--- src/inc/eps_pkg.sv ---
// Package for the enable/undervoltage power sequencer: states, filter lengths.
// Assumes comparator inputs already synchronous to i_clk.
package eps_pkg;
   // Sequencer states, Gray coded along shutdown -> standby -> pending -> operating
   typedef enum logic [1:0] {
      EPS_SHUTDOWN = 2'h0,
      EPS_STANDBY = 2'h1,
      EPS_PENDING = 2'h3,
      EPS_OPERATING = 2'h2
   } eps_state_t;
   // Deglitch time on comparator levels, in ns, and its cycle count at 8 ns
   localparam int EPS_CLK_PERIOD_NS = 8;
   localparam int EPS_FILT_TIME_NS = 64;
   localparam int EPS_FILT_CYCLES = (EPS_FILT_TIME_NS + EPS_CLK_PERIOD_NS - 1) / EPS_CLK_PERIOD_NS;
   localparam logic [3:0] EPS_FILT_MAX = 4'(EPS_FILT_CYCLES);
   localparam logic [3:0] EPS_FILT_RST = 4'h0;
   localparam logic [1:0] EPS_SYNC_RST = 2'h0;
endpackage

--- src/hw/eps_filter.sv ---
// Level filter: output follows input only after it has been stable for a count.
// Assumes input synchronous to i_clk; output rises slowly, falls at once when fast_fall.
`timescale 1ns/1ps
module eps_filter
   import eps_pkg::*;
(
   // Clock and reset
   input wire logic i_clk,
   input wire logic i_rst_n,
   // Level in and out
   input wire logic i_fast_fall,
   input wire logic i_level,
   output logic o_level
);
   logic [3:0] cnt_r;
   logic [3:0] cnt_nxt;
   logic lvl_r;
   logic lvl_nxt;

   // Count stable cycles; a drop may bypass the count so loss is seen at once
   always_comb begin
      cnt_nxt = cnt_r;
      lvl_nxt = lvl_r;
      if (i_level == lvl_r) begin
         cnt_nxt = EPS_FILT_RST;
      end else if (!i_level && i_fast_fall) begin
         lvl_nxt = 1'b0;
         cnt_nxt = EPS_FILT_RST;
      end else if (cnt_r >= EPS_FILT_MAX - 4'h1) begin
         lvl_nxt = i_level;
         cnt_nxt = EPS_FILT_RST;
      end else begin
         cnt_nxt = cnt_r + 4'h1;
      end
   end

   // Registers only
   always_ff @(posedge i_clk or negedge i_rst_n) begin
      if (!i_rst_n) begin
         cnt_r <= EPS_FILT_RST;
         lvl_r <= 1'b0;
      end else begin
         cnt_r <= cnt_nxt;
         lvl_r <= lvl_nxt;
      end
   end

   assign o_level = lvl_r;
endmodule // eps_filter

--- src/hw/eps_sequencer.sv ---
// Power state sequencer driven by supply and enable comparator results.
// Assumes comparator levels synchronous to i_clk and an always-on clock.
// Limitation: a chattering rail comparator holds the processor in reset for as
// long as it chatters, because every drop restarts the rise filter.
`timescale 1ns/1ps
module eps_sequencer
   import eps_pkg::*;
(
   // Clock and asynchronous reset
   input wire logic i_clk,
   input wire logic i_arst_n,
   // Comparator results
   input wire logic i_input_supply_undervoltage_ok,
   input wire logic i_enable_undervoltage_input_stby_rise,
   input wire logic i_enable_undervoltage_input_stby_fall,
   input wire logic i_enable_undervoltage_input_oper,
   input wire logic i_rail_five_volt_ok,
   input wire logic i_rail_five_volt_fall_ok,
   input wire logic i_rail_three_volt_ok,
   input wire logic i_rail_core_volt_ok,
   // Controls
   output logic o_rails_en,
   output logic o_embedded_processor_run,
   output logic o_embedded_processor_rst_n,
   output logic [1:0] o_state
);
   logic [1:0] sync_r;
   logic [1:0] sync_nxt;
   logic rst_n;
   logic stby_f;
   logic oper_f;
   logic rails_f;
   logic five_f;
   logic sup_f;
   logic in_stby_r;
   logic in_stby_nxt;
   eps_state_t state_r;
   eps_state_t state_nxt;
   logic rails_en_r;
   logic rails_en_nxt;
   logic run_r;
   logic run_nxt;

   // Reset release: ones shift in so the rest leaves reset on a clean edge
   always_comb begin
      sync_nxt = {sync_r[0], 1'b1};
   end

   // Reset release through two flip-flops; entry is asynchronous, release is not
   always_ff @(posedge i_clk or negedge i_arst_n) begin
      if (!i_arst_n) begin
         sync_r <= EPS_SYNC_RST;
      end else begin
         sync_r <= sync_nxt;
      end
   end
   assign rst_n = sync_r[1];

   // Filters: rising levels must stay stable, falls act immediately.
   // A slow fall would leave the processor running on a sagging rail, so
   // every loss bypasses the count; only recoveries pay the filter delay.
   eps_filter u_sup (.i_clk(i_clk), .i_rst_n(rst_n), .i_fast_fall(1'b1),
      .i_level(i_input_supply_undervoltage_ok), .o_level(sup_f));
   eps_filter u_oper (.i_clk(i_clk), .i_rst_n(rst_n), .i_fast_fall(1'b1),
      .i_level(i_enable_undervoltage_input_oper), .o_level(oper_f));
   eps_filter u_rails (.i_clk(i_clk), .i_rst_n(rst_n), .i_fast_fall(1'b1),
      .i_level(i_rail_five_volt_ok && i_rail_three_volt_ok && i_rail_core_volt_ok),
      .o_level(rails_f));
   eps_filter u_five (.i_clk(i_clk), .i_rst_n(rst_n), .i_fast_fall(1'b1),
      .i_level(i_rail_five_volt_fall_ok), .o_level(five_f));

   // Standby window with hysteresis: enter above rise level, leave below fall level
   // Not filtered: the two comparator levels already give the dead band
   always_comb begin
      in_stby_nxt = in_stby_r;
      if (!i_enable_undervoltage_input_stby_fall) begin
         in_stby_nxt = 1'b0;
      end else if (i_enable_undervoltage_input_stby_rise) begin
         in_stby_nxt = 1'b1;
      end
   end
   assign stby_f = in_stby_r;

   // Hysteresis register
   always_ff @(posedge i_clk or negedge rst_n) begin
      if (!rst_n) begin
         in_stby_r <= 1'b0;
      end else begin
         in_stby_r <= in_stby_nxt;
      end
   end

   // State follows present inputs every cycle, so nothing stale survives a drop
   always_comb begin
      state_nxt = EPS_SHUTDOWN;
      case (state_r)
         EPS_SHUTDOWN,
         EPS_STANDBY,
         EPS_PENDING,
         EPS_OPERATING: begin
            if (!sup_f || !stby_f) begin
               state_nxt = EPS_SHUTDOWN;
            end else if (!oper_f) begin
               state_nxt = EPS_STANDBY;
            end else if (!rails_f || !five_f) begin
               state_nxt = EPS_PENDING;
            end else begin
               state_nxt = EPS_OPERATING;
            end
         end
         default: state_nxt = EPS_SHUTDOWN;
      endcase
   end

   // State register
   always_ff @(posedge i_clk or negedge rst_n) begin
      if (!rst_n) begin
         state_r <= EPS_SHUTDOWN;
      end else begin
         state_r <= state_nxt;
      end
   end

   // Output next values, taken from the next state so that the outputs
   // change on the same edge as the state and never lag it by a cycle
   always_comb begin
      rails_en_nxt = (state_nxt != EPS_SHUTDOWN);
      run_nxt = (state_nxt == EPS_OPERATING);
   end

   // Output flops; processor run drops on the same edge the state leaves operating
   always_ff @(posedge i_clk or negedge rst_n) begin
      if (!rst_n) begin
         rails_en_r <= 1'b0;
         run_r <= 1'b0;
      end else begin
         rails_en_r <= rails_en_nxt;
         run_r <= run_nxt;
      end
   end

   assign o_rails_en = rails_en_r;
   assign o_embedded_processor_run = run_r;
   assign o_embedded_processor_rst_n = run_r;
   assign o_state = state_r;
endmodule // eps_sequencer

--- config.mk ---
export PLATFORM = sky130hd
export DESIGN_NAME = eps_sequencer
export DESIGN_NICKNAME = d
export VERILOG_FILES = /design/src/inc/eps_pkg.sv /design/src/hw/eps_filter.sv /design/src/hw/eps_sequencer.sv
export SDC_FILE = /design/constraint.sdc
export NUM_CORES = 1
export LEC_CHECK = 0
export BUFFER_PORTS_ARGS = -buffer_cell sky130_fd_sc_hd__buf_2
export CAP_MARGIN = 20
export CORE_UTILIZATION = 48
export CTS_CLUSTER_SIZE = 40
export DETAILED_ROUTE_END_ITERATION = 10
export HOLD_SLACK_MARGIN = 0.08
export PLACE_DENSITY_LB_ADDON = 0.3
export RECOVER_POWER = 100
export SKIP_LAST_GASP = 1
export SYNTH_ARGS = -nofsm -noshare
export SYNTH_HDL_FRONTEND = slang
export SYNTH_SLANG_ARGS = --single-unit
--- constraint.sdc ---
create_clock -name i_clk -period 0.91 [get_ports i_clk]
set_clock_uncertainty 0.05 [all_clocks]
set_input_delay 0.0455 -clock i_clk [delete_from_list [all_inputs] [get_ports i_clk]]
set_output_delay 0.0455 -clock i_clk [all_outputs]
set_load 0.05 [all_outputs]
# Yosys cells after proc, flatten, opt, wreduce, memory -nomap -nowiden
# Index checks and enable logic that the tools add are counted.
# word_totals
ff_bits,27
latchBits,0
ramBits,0
rom_bits,0
in_bits,10
out_inout_bits,5
elab_cells,79
n_memories,0
# op_classes
n_addsub,4
multipliers,0
n_div,0
order_cmp,4
n_eq_ne,13
n_shift,0
mux,26
bitwise_logic,4
reduce_logical,15
# ops
operator,n
2-to-1 mux 4 bit,12
"adder 4 x 1 -> 4 bit, second input constant",4
">= comparator 4 x 3 -> 1 bit, second input constant",4
2-to-1 mux 1 bit,11
AND reduction 2 bit,4
"equality test 2 bit, second input constant",3
2-to-1 mux 2 bit,3
"inequality test 2 x 1 -> 1 bit, second input constant",3
equality test 1 bit,4
zero test 1 bit,4
"inequality test 2 bit, second input constant",2
inverter 1 bit,4
OR reduction 4 bit,1
"equality test 2 x 1 -> 1 bit, second input constant",1
logical AND 1 bit,2
zero test 2 bit,1
logical OR 1 bit,2
nonzero test 2 bit,1

# Depth between registers and ports, before layout
# Gate-level depths: netlist of run 1.
# depth
depth_word,7
mapped_depth,3
mapped_depth_nobuf,3

# Hierarchy
# Synthesis of run 1 repeated with hierarchy kept, for this count alone.
# unflattened
hier_cells,91
hier_area_um2,1169.9
# by_module_without_submodules
mod,n_inst,cells_per_inst,area_each_um2,seq_area_each_um2
eps_filter (u_five ...),3,18,232.7,125.1
eps_filter (u_sup),1,20,239.0,125.1
eps_sequencer,1,17,232.7,175.2

# Worst setup path before layout of run 1
# OpenSTA, ideal clock, no wires.
# synth_path
path_kind,register -> register
from,register u_five.cnt_r[0]
to,register u_five.cnt_r[2]
setup_ns,0.086
arrival_ns,1.049
required_ns,0.774
path_slack_ns,-0.275
stages_incl_launch_ff,4
path_buffers,0
synth_period_minus_slack_ns,1.185
path_cell_list,dfrtp_1 ha_1 a211o_1 nor3_1
# synth_via
elab_chain_cells,4
elab_cells_between_ends,5
cone_classes,add/sub: 1; order compare: 1; mux: 3
# synth_lines
element,line,text
"start, declared",eps_filter.sv:15,logic [3:0] cnt_r;
"start signal, assigned",eps_filter.sv:43,cnt_r <= cnt_nxt;
adder 4 x 1 -> 4 bit / >= comparator 4 x 3 -> 1 bit (equally long branches),"eps_filter.sv:33, eps_filter.sv:29",
2-to-1 mux 4 bit *,eps_filter.sv:29,end else if (cnt_r >= EPS_FILT_MAX - 4'h1) begin
2-to-1 mux 4 bit *,eps_filter.sv:26,end else if (!i_level && i_fast_fall) begin
2-to-1 mux 4 bit *,eps_filter.sv:24,if (i_level == lvl_r) begin
net u_five.cnt_nxt[2],eps_filter.sv:16,logic [3:0] cnt_nxt;
# Mark *: on every way through the listed nets, which the timed path passes. The rest lies on a longest branch.
# A chain may end at the register's enable or synchronous reset.

# Worst setup path after layout of run 1
# layout_path
from,register u_sup.cnt_r[1]
to,register u_sup.cnt_r[3]
# layout_via
elab_chain_cells,4
elab_cells_between_ends,5
cone_classes,add/sub: 1; order compare: 1; mux: 3
# layout_lines
element,line
"start, declared",eps_filter.sv:15
"start signal, assigned",eps_filter.sv:43
adder 4 x 1 -> 4 bit / >= comparator 4 x 3 -> 1 bit (equally long branches),"eps_filter.sv:33, eps_filter.sv:29"
2-to-1 mux 4 bit *,eps_filter.sv:29
2-to-1 mux 4 bit *,eps_filter.sv:26
2-to-1 mux 4 bit *,eps_filter.sv:24
net u_sup.cnt_nxt[3],eps_filter.sv:16
# Marked as above.

==> impl_metrics.env, run 1 <==
export IMPL_ctsHtreeMaxLevel=1
export IMPL_antenna_found_initial=0
export IMPL_grt_use_total_pct=17.74
export IMPL_rows=16
export IMPL_synth_seq_area_share_pct=67.33
export IMPL_yosys_warnings=0
export IMPL_via_count=747
export IMPL_drv_cap=0
export IMPL_cts_path_max_buffers=2
export IMPL_mostFrequentLayoutCell="dfrtp_1"
export IMPL_outcome="complete, but fails checks"
export IMPL_violations="negative hold slack, negative setup slack"
export IMPL_clock_latency_ns=0.31
export IMPL_peakVddDrop_uv=1168
export IMPL_dieWidth_um=47.72
export IMPL_p_leak_nw=0.7057
export IMPL_endpoint_kind="flip-flop"
export IMPL_grt_start_max_net_pins=23
export IMPL_first_pass_iters=4
export IMPL_worstSetupPathType="reg2reg"
export IMPL_cts_tree="built"
export IMPL_netlist_area_mm2=0.001003
export IMPL_rsz0062_at_grt="yes"
export IMPL_fin_nets=133
export IMPL_pin_count=15
export IMPL_grt_remaining_overflow=0
export IMPL_numPortBuffers=14
export IMPL_syn_nets=94
export IMPL_drc_errors=0
export IMPL_dieArea_mm2=0.002277
export IMPL_area_delta_synth_final_pct=44.39
export IMPL_finish_instance_area_mm2=0.001449
export IMPL_cts_buffers_inserted=3
export IMPL_finalPower_mw=2.001
export IMPL_n_antenna_cell=0
export IMPL_hold_slack_ns=-0.007308
export IMPL_startpoint_type="flip-flop"
export IMPL_mostFrequentLayoutCells="25 x dfrtp_1, 10 x buf_2, 10 x buf_4"
export IMPL_cp_max_fo=3
export IMPL_globalplace_congestion=0.7255
export IMPL_hold_viol=1
export IMPL_cp_required_ns=1.10
export IMPL_grt_pass1_vias=651
export IMPL_initial_utilization_pct=51.15
export IMPL_synth_cell_types=18
export IMPL_slew_violations=0
export IMPL_max_freq_ghz=0.8413
export IMPL_critPathArrivalTime_ns=1.38
export IMPL_fp_dieH_um=47.72
export IMPL_viasPerCell=5.152
export IMPL_cts_sinks=27
export IMPL_finalWirelength_um=1910
export IMPL_ys_seq_elements=27
export IMPL_final_setup_tns_ns=-4.506
export IMPL_cts_root_buf="clkbuf_4"
export IMPL_power_density_mw_per_mm2=1381
export IMPL_cts_hold_fix_buffers=8
export IMPL_wl_per_cell_um=13.17
export IMPL_dpl_cell_area_mm2=0.001219
export IMPL_drive_gt1_share_pct=44.07
export IMPL_synth_area_per_cell_um2=12.54
export IMPL_drt_initial_drc_count=13
export IMPL_holdCritPathClass="in2reg"
export IMPL_layout_setup_ws_ns=-0.2786
export IMPL_cts_reportedPaths_clkPinSlew_ns=0.14
export IMPL_setup_viol=24
export IMPL_synthCells=80
export IMPL_postRouteAntennaNets=0
export IMPL_grt_pass1_wl_um=2670
export IMPL_fin_crit_ns=1.189
export IMPL_timing_final_crit_share_pct=130.6
export IMPL_core_mm2=0.001962
export IMPL_hpwl_um=1178
-- cell families after synthesis --
logic type | count (synthesis) | synth area share, %
AO/OA/AOI/OAI | 9 | 7.358
XOR/XNOR | 1 | 0.8730
adder cells (fa/ha/maj) | 4 | 4.988
buffers and inverters | 5 | 2.244
flip-flops | 27 | 67.33
other | 1 | 0.3737
AND/OR/NAND/NOR | 33 | 16.83
-- power by group --
part,total [mW],switching (mW),internal (mW)
clock network,0.498,0.334,0.164
registers,1.28,0.0354,1.25
logic,0.221,0.0996,0.121
-- flip-flops by register name, indices dropped and copies added (netlist names) --
register                    flops
in_stby_r                       1
o_embedded_processor_rst_n      1
o_rails_en                      1
o_state                         2
sync_r                          2
u_five.cnt_r                    4
u_five.o_level                  1
u_oper.cnt_r                    4
u_oper.o_level                  1
u_rails.cnt_r                   4
u_rails.o_level                 1
u_sup.cnt_r                     4
u_sup.o_level                   1
-- layer usage --
| metal | part of all wire, % | up-vias | global-route usage, % |
|---|---|---|---|
| met3 | 3.5 | 2 | 4.528 |
| met1 | 42 | 364 | 19.90 |
| met4 | 0.68 | 0 | 5.556 |
| li1 | - | 364 | - |
| met5 | 0 | - | 0 |
| met2 | 54 | 17 | 32.70 |
-- critical path: stages (launching register included) --
cell     delay (ns)
dfrtp_1        0.41
ha_2           0.21
a211o_1        0.31
nor3_1         0.14
-- final timing paths --
check | start | end | slack, ns | depth (start not counted)
min in group asynchronous | sync_r[1] | in_stby_r | 0.01 | 0
worst max register to register | u_sup.cnt_r[1] | u_sup.cnt_r[3] | -0.28 | 3
worst max-delay path | u_sup.cnt_r[1] | u_sup.cnt_r[3] | -0.28 | 3
max in group asynchronous | sync_r[1] | u_rails.o_level | 0.10 | 1
worst min register to register | sync_r[1] | in_stby_r | 0.01 | 0
worst min-delay path | i_rail_core_volt_ok | u_rails.cnt_r[0] | -0.007 | 3
-- cells in the mapped netlist, drive strengths merged --
cell type | count | area, um2
a211o | 3 | 26.28
a211oi | 4 | 30.03
a21bo | 1 | 10.01
and3 | 4 | 25.02
buf | 1 | 7.510
conb | 1 | 3.750
dfrtp | 27 | 675.7
ha | 4 | 50.05
inv | 4 | 15.01
nand2 | 1 | 3.750
nand3 | 5 | 25.02
nand4b | 1 | 8.760
nor2 | 8 | 30.03
nor2b | 1 | 6.260
nor3 | 9 | 45.04
nor4 | 4 | 25.02
o21a | 1 | 7.510
xnor2 | 1 | 8.760
-- what timing repair did --
action | 4_1_cts | 5_1_grt
pin swaps | 1 | 1
resized for setup | 16 | 11
endpoints found under the hold margin | 26 | 8
endpoints found under the setup margin | 24 | 26
buffers inserted | 1 | 1
-- cell type report --
cell class              instances  area, um2
multi-input cells              48      414.1
fillers                       139      513.0
inverters                       4      15.01
repair buffers                 35      280.3
well taps                      27      33.78
clock inverters                 1      5.005
clock buffers                   3      22.52
flip-flops and latches         27      678.2
-- per-stage QoR --
stage | setup WS [ns] | utilization (%) | instances | hold slack, ns
2_1_floorplan | -0.2080 | - | 80 | -0.3001
3_3_place_gp | -0.2560 | 62.12 | 131 | -0.2191
3_5_place_dp | -0.3255 | 62.12 | 131 | -0.2133
4_1_cts | -0.2982 | 71.17 | 144 | 0.01175
5_1_grt | -0.3079 | 73.85 | 145 | -0.01394
6_report | -0.2786 | 73.85 | 145 | -0.007308
No activity file was read; power rests on OpenSTA's default activity.
==> run 2: changes to the inputs <==
--- a/config.mk
+++ b/config.mk
@@ -7,7 +7,9 @@
 export LEC_CHECK = 0
 export BUFFER_PORTS_ARGS = -buffer_cell sky130_fd_sc_hd__buf_2
 export CAP_MARGIN = 20
-export CORE_UTILIZATION = 48
+export CELL_PAD_IN_SITES_DETAIL_PLACEMENT = 0
+export CELL_PAD_IN_SITES_GLOBAL_PLACEMENT = 1
+export CORE_UTILIZATION = 39
 export CTS_CLUSTER_SIZE = 40
 export DETAILED_ROUTE_END_ITERATION = 10
 export HOLD_SLACK_MARGIN = 0.08
==> impl_metrics.env, run 2 (synthesized netlist as in run 1, its figures left out) <==
export IMPL_finalWirelength_um=1838
export IMPL_cp_cell_sequence="ha_2, a211o_1, nor3_2"
export IMPL_fp_dieH_um=52.73
export IMPL_outcome="complete, but fails checks"
export IMPL_grt_start_max_net_pins=24
export IMPL_drive_gt1_share_pct=44.83
export IMPL_final_util_pct=59.02
export IMPL_globalplace_congestion=0.7112
export IMPL_postRouteAntennaNets=0
export IMPL_drv_cap=0
export IMPL_mostFrequentLayoutCell="dfrtp_1"
export IMPL_timing_final_crit_share_pct=131.6
export IMPL_violations="negative setup slack"
export IMPL_slew_violations=0
export IMPL_via_count=727
export IMPL_p_leak_nw=0.6934
export IMPL_numPortBuffers=14
export IMPL_holdCritPathClass="reg2async"
export IMPL_cts_reportedPaths_clkPinSlew_ns=0.15
export IMPL_grt_use_total_pct=14.73
export IMPL_cts_path_max_buffers=2
export IMPL_grt_remaining_overflow=0
export IMPL_rows=18
export IMPL_layout_setup_ws_ns=-0.2875
export IMPL_finalPower_mw=2.025
export IMPL_cts_hold_fix_buffers=7
export IMPL_cts_sinks=27
export IMPL_dpl_cell_area_mm2=0.001207
export IMPL_dieWidth_um=52.73
export IMPL_fillers=212
export IMPL_cts_tree="built"
export IMPL_finish_instance_area_mm2=0.001449
export IMPL_viasPerCell=4.979
export IMPL_first_pass_iters=2
export IMPL_ctsHtreeMaxLevel=1
export IMPL_multi_input_comb_area_um2=422.9
export IMPL_max_stage_delay_ns=0.43
export IMPL_dieArea_mm2=0.002780
export IMPL_hold_slack_ns=0.02168
export IMPL_cp_required_ns=1.10
export IMPL_hold_viol=0
export IMPL_power_density_mw_per_mm2=1398
export IMPL_hpwl_um=1269
export IMPL_fin_nets=131
export IMPL_area_delta_synth_final_pct=44.39
export IMPL_n_antenna_cell=0
export IMPL_startpoint_type="flip-flop"
export IMPL_cts_root_buf="clkbuf_4"
export IMPL_initial_utilization_pct=40.88
export IMPL_setup_viol=24
export IMPL_pin_count=15
export IMPL_fin_crit_ns=1.197
export IMPL_drt_initial_drc_count=3
export IMPL_grt_pass1_vias=645
export IMPL_worstSetupPathType="reg2reg"
export IMPL_endpoint_kind="flip-flop"
export IMPL_rsz0062_at_grt="yes"
export IMPL_peakVddDrop_uv=1098
export IMPL_mostFrequentLayoutCells="25 x dfrtp_1, 9 x buf_2, 9 x buf_4"
export IMPL_clock_latency_ns=0.32
export IMPL_wl_per_cell_um=12.59
export IMPL_grt_pass1_wl_um=2808
export IMPL_cp_max_fo=3
export IMPL_slowest_stage="dfrtp_1"
export IMPL_drc_errors=0
export IMPL_cts_buffers_inserted=3
export IMPL_critPathArrivalTime_ns=1.39
export IMPL_seqCellArea_um2=678.2
export IMPL_max_freq_ghz=0.8351
export IMPL_core_mm2=0.002455
export IMPL_antenna_found_initial=0
run 2: cell types whose count changed in the layout (fill, tap and decap cells not counted), sizes merged:
cell,previous run,this run
clkinv,1,0
clkinvlp,0,1
dlygate4sd3,8,7
buf,26,24
clkbuf,4,5
run 2: stage by stage:
step / std cells / TNS (ns) / setup slack (ns)
floorplan: 80 / -2.687 / -0.2080
global placement: 132 / -3.464 / -0.2755
detailed placement: 132 / -4.152 / -0.2870
CTS: 144 / -4.845 / -0.2771
global route: 146 / -5.968 / -0.3414
finish: 146 / -4.606 / -0.2875
run 2: area by class of cell:
type / count / area share, %
repair buffers: 33 / 18.31
well taps: 30 / 2.591
multi-input cells: 48 / 29.19
clock inverters: 1 / 0.5181
clock buffers: 3 / 1.554
flip-flops and latches: 27 / 46.80
inverters: 4 / 1.036
run 2: report_power, final:
| group | switching (mW) | total (mW) | internal (mW) | leakage, nW |
|---|---|---|---|---|
| sequential | 0.0418 | 1.29 | 1.25 | 0.360 |
| combinational | 0.101 | 0.230 | 0.129 | 0.320 |
| clock | 0.339 | 0.507 | 0.168 | 0.0139 |
run 2: worst paths after layout:
| path | startpoint | to | slack (ns) | depth (start not counted) |
|---|---|---|---|---|
| hold / removal | sync_r[1] | u_sup.cnt_r[1] | 0.02 | 0 |
| setup / recovery | u_sup.cnt_r[0] | u_sup.cnt_r[0] | -0.29 | 3 |
| setup reg to reg | u_sup.cnt_r[0] | u_sup.cnt_r[0] | -0.29 | 3 |
| max in group asynchronous | i_arst_n | sync_r[0] | 0.18 | 3 |
| min in group i_clk | i_rail_three_volt_ok | u_rails.cnt_r[0] | 0.07 | 3 |
| hold reg to reg | sync_r[1] | u_sup.cnt_r[1] | 0.02 | 0 |
run 2: worst max-delay path, delay by kind of cell (launching register included):
family,cells,cell delay [ns]
flip-flops,1,0.43
AO/OA/AOI/OAI,1,0.32
adder cells (fa/ha/maj),1,0.20
AND/OR/NAND/NOR,1,0.13
run 2: per-layer routing:
metal  routed length [um]  share of wire [%]  track usage [%]
met5                    0                  0                0
met3                   42                2.3            2.609
met1                  822                 45            19.89
met4                   19                1.0            7.895
met2                  954                 52            22.36
run 2: repair_timing:
action / CTS / global route
gates resized for setup: 16 / 13
gates cloned: 0 / 0
setup buffers: 1 / 2
pin swaps: 2 / 6
endpoints found under the setup margin: 25 / 28
endpoints found under the hold margin: 21 / 2
==> run 3: changes to the inputs <==
--- a/config.mk
+++ b/config.mk
@@ -9,7 +9,7 @@
 export CAP_MARGIN = 20
 export CELL_PAD_IN_SITES_DETAIL_PLACEMENT = 0
 export CELL_PAD_IN_SITES_GLOBAL_PLACEMENT = 1
-export CORE_UTILIZATION = 39
+export CORE_UTILIZATION = 40
 export CTS_CLUSTER_SIZE = 40
 export DETAILED_ROUTE_END_ITERATION = 10
 export HOLD_SLACK_MARGIN = 0.08
@@ -18,4 +18,5 @@
 export SKIP_LAST_GASP = 1
 export SYNTH_ARGS = -nofsm -noshare
 export SYNTH_HDL_FRONTEND = slang
+export SYNTH_HIERARCHICAL = 1
 export SYNTH_SLANG_ARGS = --single-unit
==> impl_metrics.env, run 3 <==
export IMPL_cts_reportedPaths_clkPinSlew_ns=0.14
export IMPL_finalWirelength_um=2362
export IMPL_numPortBuffers=14
export IMPL_grt_start_max_net_pins=26
export IMPL_synthCells=91
export IMPL_synth_enable_flop_cells=0
export IMPL_synthTopCellsByCount="27 x dfrtp_1, 11 x a21oi_1, 6 x a211oi_1, 5 x inv_1"
export IMPL_critPathArrivalTime_ns=1.35
export IMPL_p_leak_nw=0.8425
export IMPL_cp_max_fo=2
export IMPL_setup_viol=25
export IMPL_endpoint_kind="flip-flop"
export IMPL_max_stage_delay_ns=0.42
export IMPL_via_count=935
export IMPL_synth_area_per_cell_um2=12.86
export IMPL_peakVddDrop_uv=1008
export IMPL_postRouteAntennaNets=0
export IMPL_core_mm2=0.002758
export IMPL_dp_cells=167
export IMPL_grt_remaining_overflow=0
export IMPL_fin_nets=169
export IMPL_drive_gt1_share_pct=55.19
export IMPL_netlist_area_mm2=0.001170
export IMPL_area_delta_synth_final_pct=52.41
export IMPL_grt_pass1_vias=1018
export IMPL_rows=19
export IMPL_grt_pass1_wl_um=4326
export IMPL_drv_cap=0
export IMPL_max_freq_ghz=0.8358
export IMPL_first_pass_iters=2
export IMPL_maxSlewHeadroom_pct=64.05
export IMPL_mostFrequentLayoutCell="dfrtp_1"
export IMPL_async_flop_share_pct=100.0
export IMPL_ys_seq_elements=27
export IMPL_fin_crit_ns=1.197
export IMPL_hold_slack_ns=0.1165
export IMPL_grt_use_total_pct=17.16
export IMPL_dieArea_mm2=0.003145
export IMPL_startpoint_type="flip-flop"
export IMPL_layout_setup_ws_ns=-0.2865
export IMPL_cts_tree="built"
export IMPL_yosysMostFrequentCell="dfrtp_1"
export IMPL_mostFrequentLayoutCells="26 x dfrtp_1, 24 x buf_4, 10 x buf_2, 10 x conb_1, 10 x a21oi_2"
export IMPL_critPathTopFamily="flip-flops"
export IMPL_ctsHtreeMaxLevel=1
export IMPL_fillers=233
export IMPL_layoutNonFillerInstCount=185
export IMPL_initial_utilization_pct=42.42
export IMPL_multi_input_comb_area_um2=615.6
export IMPL_cts_root_buf="clkbuf_4"
export IMPL_yosysTopAreaCell="dfrtp_1"
export IMPL_outcome="complete, but fails checks"
export IMPL_antenna_found_initial=0
export IMPL_rsz0062_at_grt="yes"
export IMPL_fp_dieH_um=56.08
export IMPL_dieWidth_um=56.08
export IMPL_synth_area_top_cells="dfrtp_1 58%, a21oi_1 4.7%, ha_1 4.3%, a211oi_1 3.9%, or4b_4 3.5%"
export IMPL_clock_latency_ns=0.30
export IMPL_drt_initial_drc_count=14
export IMPL_yosys_warnings=6
export IMPL_slowest_stage="dfrtp_1"
export IMPL_power_density_mw_per_mm2=1244
export IMPL_worstSetupPathType="reg2reg"
export IMPL_wl_per_cell_um=12.77
export IMPL_cts_path_max_buffers=2
export IMPL_min_from="i_input_supply_undervoltage_ok"
export IMPL_crit_buf_inv=0
export IMPL_pin_count=15
export IMPL_synth_cell_types=26
export IMPL_synth_top_area_share_pct=57.75
export IMPL_cts_sinks=27
export IMPL_viasPerCell=5.054
export IMPL_final_setup_tns_ns=-4.465
export IMPL_r2r_start="u_rails/cnt_r[1]"
export IMPL_holdCritPathClass="in2reg"
export IMPL_seqCellArea_um2=676.9
export IMPL_drc_errors=0
export IMPL_worst_pin_slew_ns=0.5392
export IMPL_timing_final_crit_share_pct=131.5
export IMPL_hpwl_um=1685
export IMPL_cts_buffers_inserted=3
export IMPL_cp_required_ns=1.06
export IMPL_hold_viol=0
export IMPL_n_antenna_cell=0
export IMPL_slew_violations=0
export IMPL_worstSetupStartpoint="u_rails/cnt_r[1]"
export IMPL_synth_seq_area_share_pct=57.75
export IMPL_synth_flop_cell="dfrtp_1"
export IMPL_cp_cell_sequence="ha_2, and2_4, o32a_1"
export IMPL_violations="negative setup slack"
export IMPL_globalplace_congestion=0.7804
run 3: cells by family (layout without fill, tap and decap cells):
| group | Yosys count | count (layout) | synth area share (%) |
|---|---|---|---|
| AO/OA/AOI/OAI | 26 | 26 | 16.47 |
| XOR/XNOR | 4 | 4 | 2.994 |
| adder cells (fa/ha/maj) | 4 | 4 | 4.278 |
| buffers and inverters | 6 | 60 | 2.246 |
| flip-flops | 27 | 27 | 57.75 |
| other | 1 | 10 | 0.3205 |
| AND/OR/NAND/NOR | 23 | 23 | 15.94 |
run 3: metal layers:
metal | track usage (%) | vias to the layer above | wire length, um
met3 | 2.093 | 2 | 41
li1 | - | 458 | -
met2 | 33.16 | 8 | 1304
met1 | 20.76 | 467 | 1002
met4 | 2.091 | 0 | 13
met5 | 0 | - | 0
run 3: path summary, 6_finish.rpt:
| check | end | slack, ns | cells after the start |
|---|---|---|---|
| min | u_sup/cnt_r[0] | 0.12 | 3 |
| min reg2reg | u_five/cnt_r[2] | 0.26 | 1 |
| min in group asynchronous | u_five/cnt_r[2] | 0.26 | 1 |
| max reg2reg | u_rails/o_level | -0.29 | 3 |
| max in group asynchronous | o_embedded_processor_rst_n | 0.16 | 1 |
| max | u_rails/o_level | -0.29 | 3 |
run 3: worst min-delay path, stage by stage:
cell,delay (ns)
buf_2,0.12
or3b_4,0.25
a21oi_2,0.05
run 3: power breakdown:
part	switching [mW]	total, mW	internal [mW]
sequential	0.0371	1.30	1.26
combinational	0.185	0.422	0.237
clock	0.325	0.496	0.171
run 3: metrics by stage:
stage	cell area, um2	power [mW]	utilization [%]	worst slack, ns
finish	1783	2.217	64.66	-0.2865
global route	1783	2.358	64.66	-0.3182
CTS	1783	2.252	64.66	-0.2731
detailed placement	1565	1.667	56.76	-0.2663
global placement	1565	1.652	56.76	-0.2281
floorplan	1279	1.520	-	-0.2294
run 3: layout make-up:
type | instances | share of cell area [%]
multi-input combinational | 67 | 34.53
inverter | 5 | 1.053
timing repair buffer | 51 | 22.81
sequential | 27 | 37.96
tap | 31 | 2.175
clock buffer | 4 | 1.474
run 3: timing repair:
| item | CTS | global route |
|---|---|---|
| buffers inserted | 6 | 3 |
| hold endpoints to repair | 8 | 0 |
| hold buffers | 7 | 0 |
| resized for setup | 18 | 4 |
| endpoints found under the setup margin | 25 | 29 |
| pin swaps | 5 | 4 |
